<file path="src/pkg/pms_cfg.svh">
`ifndef PMS_CFG_SVH
`define PMS_CFG_SVH

// ----------------------------------------
// register map (byte addresses)
// ----------------------------------------
`define PMS_ADDR_W 12
`define PMS_OFF_SEL0 12'h000
`define PMS_OFF_SEL1 12'h004

// ----------------------------------------
// field positions
// ----------------------------------------
`define PMS_MEM_MODE_LSB 0
`define PMS_MEM_MODE_MSB 2
`define PMS_STRAP_BIT 0
`define PMS_HSEL_LSB 4
`define PMS_HSEL_MSB 6

// ----------------------------------------
// reset values and codes
// ----------------------------------------
`define PMS_MEM_MODE_RST 3'h0
`define PMS_HSEL_RST 3'h0
`define PMS_MEM_PCI_A 3'h0
`define PMS_MEM_PCI_B 3'h5
`define PMS_HSEL_PCI 3'h0

`endif

</file>
<file path="src/pkg/pms_pkg.sv">
package pms_pkg;

    typedef enum logic [2:0] {
        PMS_HOST_GPIO = 3'b000,
        PMS_HOST_HPI = 3'b001,
        PMS_HOST_LINK = 3'b010,
        PMS_HOST_LINK_MII = 3'b011,
        PMS_HOST_MII = 3'b100,
        PMS_HOST_PCI = 3'b101,
        PMS_HOST_RSVD = 3'b111
    } pms_host_fn_t;

endpackage

</file>
<file path="src/hw/pms_top.sv">
// Decided for this implementation: the APB slave port and the placing of the registers.
`timescale 1ns/1ps
`include "pms_cfg.svh"

// Summary of operation
// - read-only bit 0 of select register 1 mirrors the strap pin.
// - software writes never change the strap bit.
// - strap low means no PCI function and pull resistors enabled.
// - strap low turns the shared GPIO-block pins into GPIO 3 to 0.
// - strap low leaves PCI data-block pins without any function.
// - strap high disables pulls and routes GPIO-block and PCI data-block pins to PCI.
// - memory-shared pins go PCI only when memory pin mode is 000 or 101.
// - host-group pins take their function from host select and strap.
// - memory-group shared pins take their function from memory pin mode.
// - memory sub-blocks 0, 3 and host group use strap with other fields.
// - strap high with host select 000 gives PCI; strap high with any other select, or strap low with select 101 to 111, is reserved.
module pms_top (
    input wire logic mclk,
    input wire logic rstn,
    input wire logic psel,
    input wire logic penable,
    input wire logic pwrite,
    input wire logic [11:0] paddr,
    input wire logic [31:0] pwdata,
    output logic [31:0] prdata,
    output logic pready,
    output logic pslverr,
    input wire logic pci_mode_strap,
    output logic ipull_en,
    output logic gpio_blk_pci,
    output logic pci_data_en,
    output logic emem_pci,
    output logic [2:0] emem_mode,
    output pms_pkg::pms_host_fn_t host_fn,
    output logic host_rsvd
);

    // ----------------------------------------
    // decode functions
    // ----------------------------------------
    function automatic logic aem_pci_ok(input logic [2:0] m);
        aem_pci_ok = (m == `PMS_MEM_PCI_A) || (m == `PMS_MEM_PCI_B);
    endfunction

    function automatic pms_pkg::pms_host_fn_t host_decode(
        input logic strap,
        input logic [2:0] hs
    );
        pms_pkg::pms_host_fn_t f;
        f = pms_pkg::PMS_HOST_RSVD;
        if (strap) begin
            if (hs == `PMS_HSEL_PCI) begin
                f = pms_pkg::PMS_HOST_PCI;
            end
        end else begin
            unique case (hs)
                3'h0: f = pms_pkg::PMS_HOST_GPIO;
                3'h1: f = pms_pkg::PMS_HOST_HPI;
                3'h2: f = pms_pkg::PMS_HOST_LINK;
                3'h3: f = pms_pkg::PMS_HOST_LINK_MII;
                3'h4: f = pms_pkg::PMS_HOST_MII;
                default: f = pms_pkg::PMS_HOST_RSVD;
            endcase
        end
        host_decode = f;
    endfunction

    // ----------------------------------------
    // strap synchroniser
    // ----------------------------------------
    // the board keeps the strap static, so a plain two-flop
    // synchroniser is enough; a moving strap would glitch pin
    // ownership and is not supported
    logic strap_s1_q;
    logic strap_s2_q;

    always_ff @(posedge mclk or negedge rstn) begin
        if (!rstn) begin
            strap_s1_q <= 1'b0;
            strap_s2_q <= 1'b0;
        end else begin
            strap_s1_q <= pci_mode_strap;
            strap_s2_q <= strap_s1_q;
        end
    end

    // ----------------------------------------
    // apb slave
    // ----------------------------------------
    logic pready_q;
    logic pslverr_q;
    logic [31:0] prdata_q;
    logic [2:0] mem_mode_q;
    logic [2:0] mem_mode_d;
    logic [2:0] hsel_q;
    logic [2:0] hsel_d;

    // one wait state: taken on the first access cycle, answered on the
    // second; a write lands on the edge where the master sees pready
    wire take = psel && penable && !pready_q;
    wire acc_end = psel && penable && pready_q;
    wire hit0 = (paddr == `PMS_OFF_SEL0);
    wire hit1 = (paddr == `PMS_OFF_SEL1);
    wire wr0 = acc_end && pwrite && hit0;
    wire wr1 = acc_end && pwrite && hit1;
    wire [31:0] rd0 = {29'h0, mem_mode_q};
    // reserved bits read as zero; bit 0 reads the second strap synchroniser flop
    wire [31:0] rd1 = {25'h0, hsel_q, 3'h0, strap_s2_q};
    wire [31:0] rd_mux = hit0 ? rd0 : (hit1 ? rd1 : 32'h0000_0000);

    assign mem_mode_d = wr0 ? pwdata[`PMS_MEM_MODE_MSB:`PMS_MEM_MODE_LSB]
                            : mem_mode_q;
    assign hsel_d = wr1 ? pwdata[`PMS_HSEL_MSB:`PMS_HSEL_LSB] : hsel_q;

    always_ff @(posedge mclk or negedge rstn) begin
        if (!rstn) begin
            pready_q <= 1'b0;
            pslverr_q <= 1'b0;
            prdata_q <= 32'h0000_0000;
        end else begin
            pready_q <= take;
            pslverr_q <= take && !hit0 && !hit1;
            prdata_q <= (take && !pwrite) ? rd_mux : 32'h0000_0000;
        end
    end

    // ----------------------------------------
    // register fields
    // ----------------------------------------
    always_ff @(posedge mclk or negedge rstn) begin
        if (!rstn) begin
            mem_mode_q <= `PMS_MEM_MODE_RST;
            hsel_q <= `PMS_HSEL_RST;
        end else begin
            mem_mode_q <= mem_mode_d;
            hsel_q <= hsel_d;
        end
    end

    // ----------------------------------------
    // pin steering
    // ----------------------------------------
    // outputs are flopped from the next-state fields so they change on
    // the same edge as a write; the strap comes only from the second
    // synchroniser flop, so pins follow the read bit one edge later
    wire strap_d = strap_s2_q;
    wire pull_d = !strap_d;
    wire emem_pci_d = strap_d && aem_pci_ok(mem_mode_d);
    pms_pkg::pms_host_fn_t host_fn_d;
    assign host_fn_d = host_decode(strap_d, hsel_d);
    wire host_rsvd_d = (host_fn_d == pms_pkg::PMS_HOST_RSVD);

    logic ipull_q;
    logic gpio_blk_pci_q;
    logic pci_data_q;

    always_ff @(posedge mclk or negedge rstn) begin
        if (!rstn) begin
            ipull_q <= 1'b1;
            gpio_blk_pci_q <= 1'b0;
            pci_data_q <= 1'b0;
        end else begin
            ipull_q <= pull_d;
            gpio_blk_pci_q <= strap_d;
            pci_data_q <= strap_d;
        end
    end

    // ----------------------------------------
    // memory group
    // ----------------------------------------
    logic emem_pci_q;
    logic [2:0] emem_mode_q;

    always_ff @(posedge mclk or negedge rstn) begin
        if (!rstn) begin
            emem_pci_q <= 1'b0;
            emem_mode_q <= `PMS_MEM_MODE_RST;
        end else begin
            emem_pci_q <= emem_pci_d;
            emem_mode_q <= mem_mode_d;
        end
    end

    // ----------------------------------------
    // host group
    // ----------------------------------------
    pms_pkg::pms_host_fn_t host_fn_q;
    logic host_rsvd_q;

    always_ff @(posedge mclk or negedge rstn) begin
        if (!rstn) begin
            host_fn_q <= pms_pkg::PMS_HOST_GPIO;
            host_rsvd_q <= 1'b0;
        end else begin
            host_fn_q <= host_fn_d;
            host_rsvd_q <= host_rsvd_d;
        end
    end

    assign prdata = prdata_q;
    assign pready = pready_q;
    assign pslverr = pslverr_q;
    assign ipull_en = ipull_q;
    assign gpio_blk_pci = gpio_blk_pci_q;
    assign pci_data_en = pci_data_q;
    assign emem_pci = emem_pci_q;
    assign emem_mode = emem_mode_q;
    assign host_fn = host_fn_q;
    assign host_rsvd = host_rsvd_q;
endmodule

</file>
<file path="config.mk">
export PLATFORM = sky130hd
export DESIGN_NAME = pms_top
export DESIGN_NICKNAME = d
export VERILOG_FILES = /design/src/pkg/pms_pkg.sv /design/src/hw/pms_top.sv
export VERILOG_INCLUDE_DIRS = /design/src /design/src/pkg
export SDC_FILE = /design/constraint.sdc
export NUM_CORES = 1
export LEC_CHECK = 0
export BUFFER_PORTS_ARGS = -buffer_cell sky130_fd_sc_hd__buf_4
export CORE_UTILIZATION = 44
export CTS_BUF_LIST = sky130_fd_sc_hd__clkbuf_8
export DETAILED_ROUTE_END_ITERATION = 7
export PLACE_DENSITY = 0.88
export SYNTH_ARGS = -nofsm -noshare
export SYNTH_HDL_FRONTEND = slang
export SYNTH_SLANG_ARGS = --single-unit
</file>
<file path="constraint.sdc">
create_clock -name mclk -period 3.7 [get_ports mclk]
set_input_delay 0.555 -clock mclk [delete_from_list [all_inputs] [get_ports mclk]]
set_output_delay 0.555 -clock mclk [all_outputs]
set_load 0.005 [all_outputs]
</file>
==> flow_summary.yaml <==
run_status:
  outcome: "complete, no violations"
die:
  die_y_um: 54.9
  coreArea_mm2: 0.00257
  boundaryPins: 95
  die_x_um: 54.9
  die_area_mm2: 0.00302
  placementRows: 18
  initial_core_util_pct: 48.0
layout:
  final_cell_mix: "42 x buf_4, 26 x conb_1, 22 x dfrtp_1"
  num-fill-cells: 229
  nets: 202
  drive_gt1_share_pct: 38.4
  synthToLayoutAreaGrowth_pct: 23.5
  stdcell_count: 181
  final_common_cell: "buf_4"
  diodes: 0
grt:
  grt_max_degree: 24
  grt_pass1_wl_mm: 3.81
  overflow: 0
  grt_usage_pct: 17.8
  grt_pass1_vias: 862
  antenna_found_initial: 0
sta:
  min_period_over_period_pct: 56.5
  max_freq_mhz: 478
  relSlewSlack_pct: 55.6
  worstMarginPinSlew_ns: 0.662
  rsz0062_at_grt: "no"
  setup_viol: 0
  hold_violations: 0
  finalClockSkew_ns: 0.00299
  drv_slew: 0
  min_period_ns: 2.09
  setup-tns-final_ns: 0
clocking:
  holdBufCountCts: 0
  clk_pin_slew_worst_paths_ns: 0.08
  cts-root-buf: "clkbuf_8"
  clock_latency_ns: 0.26
  cts_setup_buffers: 0
  numCtsBuffers: 3
  cts_sinks: 23
  cts_resized: 0
  cts_buffer_depth: 2
  h-tree-depth: 1
  cts_tree: "built"
pwr:
  p_leak_uw: 0.000768
  swShare_pct: 23.9
  power.internal_uw: 361
  vdd_drop_max_mv: 0.246
  clockPowerShare_pct: 33.2
  sequentialPowerShare_pct: 54.8
  p_per_area_mw_per_mm2: 312
  net-switching-power_uw: 114
  comb_power_share_pct: 12.0
setup_path:
  r2r-start: "pready"
  cpPeakStageDelay_ns: 0.65
  cp_max_fo: 7
  crit_required_ns: 3.85
  cp.arrival_ns: 2.24
  worst-setup-path-type: "input port to register"
  r2r_end: "hsel_q[1]"
  cp_slowest_cell: "nor4_4"
  end_kind: "register"
  ff2ff_path_depth: 3
  startpoint: "paddr[9]"
  rrSetupSlack_ns: 1.94
  cp_cell_sequence: "buf_4 -> or4_4 -> nor4_4 -> mux2_4"
  start_kind: "input port"
route:
  via_count: 871
  drc: 0
  routed_wl_mm: 2.28
  post_drt_via_cell_ratio: 4.81
  wire_per_inst_um: 12.6
  dr.pass1.iters: 4
  ant_nets: 0
  drt_iter0_markers: 8
yosys:
  synth_area_mm2: 0.00123
  syn_inst: 108
  synth_xor_area_share_pct: 1.42
  yosysSeqAreaShare_pct: 46.8
  ys_types: 29
  ys_seq_elements: 23
  synth_top_family_by_area: "buffers and inverters"
  synthSimpleGateAreaFrac_pct: 17.3
  synth_compound_area_share_pct: 3.05
  syn_avg_cell_area_um2: 11.4
  synth-adder-area-share_pct: 1.62
  synthMuxAreaShare_pct: 11.3
  yosysWarningCount: 0
placed_design:
  port_buffers: 42
  dp_cells: 177
  place_congestion: 0.719
  place_hpwl_mm: 1.76
hold_path:
  hp-class: "input port to async pin"
flow_run:
  drv_cap: 0
## power by group through the flow
stage               logic [uW]  clock network [uW]  registers, uW
floorplan                 40.4                   0            264
global placement          54.9                   0            265
detailed placement        57.2                   0            265
CTS                       57.5                 163            260
global route              65.4                 173            261
finish                    57.0                 157            260
## metal layers
| layer | global-route usage [%] | vias to the layer above | share of wire (%) |
|---|---|---|---|
| met3 | 3.01 | 6 | 9.1 |
| met2 | 32.7 | 52 | 52 |
| li1 | - | 409 | - |
| met5 | 0 | - | 0 |
| met4 | 8.33 | 0 | 1.7 |
| met1 | 19.7 | 404 | 37 |
## cells in the mapped netlist
cell	number	area, um2
buf_4	27	203
dfrtp_1	22	551
mux2i_1	6	60.1
inv_1	5	18.8
nor2_1	5	18.8
nor3_1	5	25.0
mux2_2	3	33.8
mux2_4	3	45.0
a211oi_1	2	15.0
maj3_1	2	20.0
nand2_1	2	7.51
nand3_1	2	10.0
nand4_1	2	12.5
nor3b_1	2	15.0
nor4_1	2	12.5
nor4_4	2	42.5
or3_1	2	12.5
or4_4	2	22.5
xor2_1	2	17.5
a21oi_1	1	5.00
a31o_2	1	8.76
and2_1	1	6.26
clkbuf_1	1	3.75
conb_1	1	3.75
dfstp_2	1	26.3
nor4bb_1	1	10.0
o22a_1	1	8.76
or4_1	1	7.51
or4b_1	1	10.0
## critical path: cells and delay by family
| kind | cells | cell delay [ns] |
|---|---|---|
| simple gates | 2 | 1.22 |
| mux | 1 | 0.35 |
| buf+inv | 1 | 0.11 |
## through the flow
| step | power (uW) | util (%) | area [um2] | hold WS (ns) | worst slack, ns |
|---|---|---|---|---|---|
| final | 475 | 59.3 | 1520 | 0.163 | 1.61 |
| after global routing | 500 | 59.3 | 1520 | 0.182 | 1.57 |
| after CTS | 481 | 59.3 | 1520 | 0.169 | 1.60 |
| after detailed placement | 323 | 57.4 | 1470 | 0.342 | 1.35 |
| after global placement | 320 | 57.4 | 1470 | 0.339 | 1.37 |
| after floorplan | 305 | - | 1330 | 0.259 | 1.56 |
## cell type report
cell class	instances	area, um2	area share [%]
clock buffer	3	41.3	2.71
clock inverter	1	7.51	0.493
inverter	5	18.8	1.23
multi-input combinational	77	524	34.5
sequential	23	577	37.9
tap	30	37.5	2.47
timing repair buffer	42	315	20.7
## cells by family (layout without fill, tap and decap cells)
group,after synthesis,in the layout
and+or+nand+nor,30,30
muxes,12,12
other,1,26
AOI/OAI and AO/OA,5,5
adders and majority gates,2,2
buffers and inverters,33,51
xor gates and xnor gates,2,2
DFF,23,23
## state kept, by name, indices dropped and copies added (netlist names)
signal       cells
emem_mode        3
host_rsvd        1
strap_d          1
host_fn          3
strap_s1_q       1
pci_data_en      1
pslverr          1
emem_pci         1
ipull_en         1
pready           1
prdata           6
hsel_q           3
## worst max path at each step
stage / end / slack [ns]
final: hsel_q[1] / 1.61
after global routing: hsel_q[1] / 1.57
after CTS: hsel_q[1] / 1.60
after detailed placement: hsel_q[0] / 1.35
after global placement: hsel_q[2] / 1.37
after floorplan: hsel_q[0] / 1.56
Power figures use the tool's default switching activity.
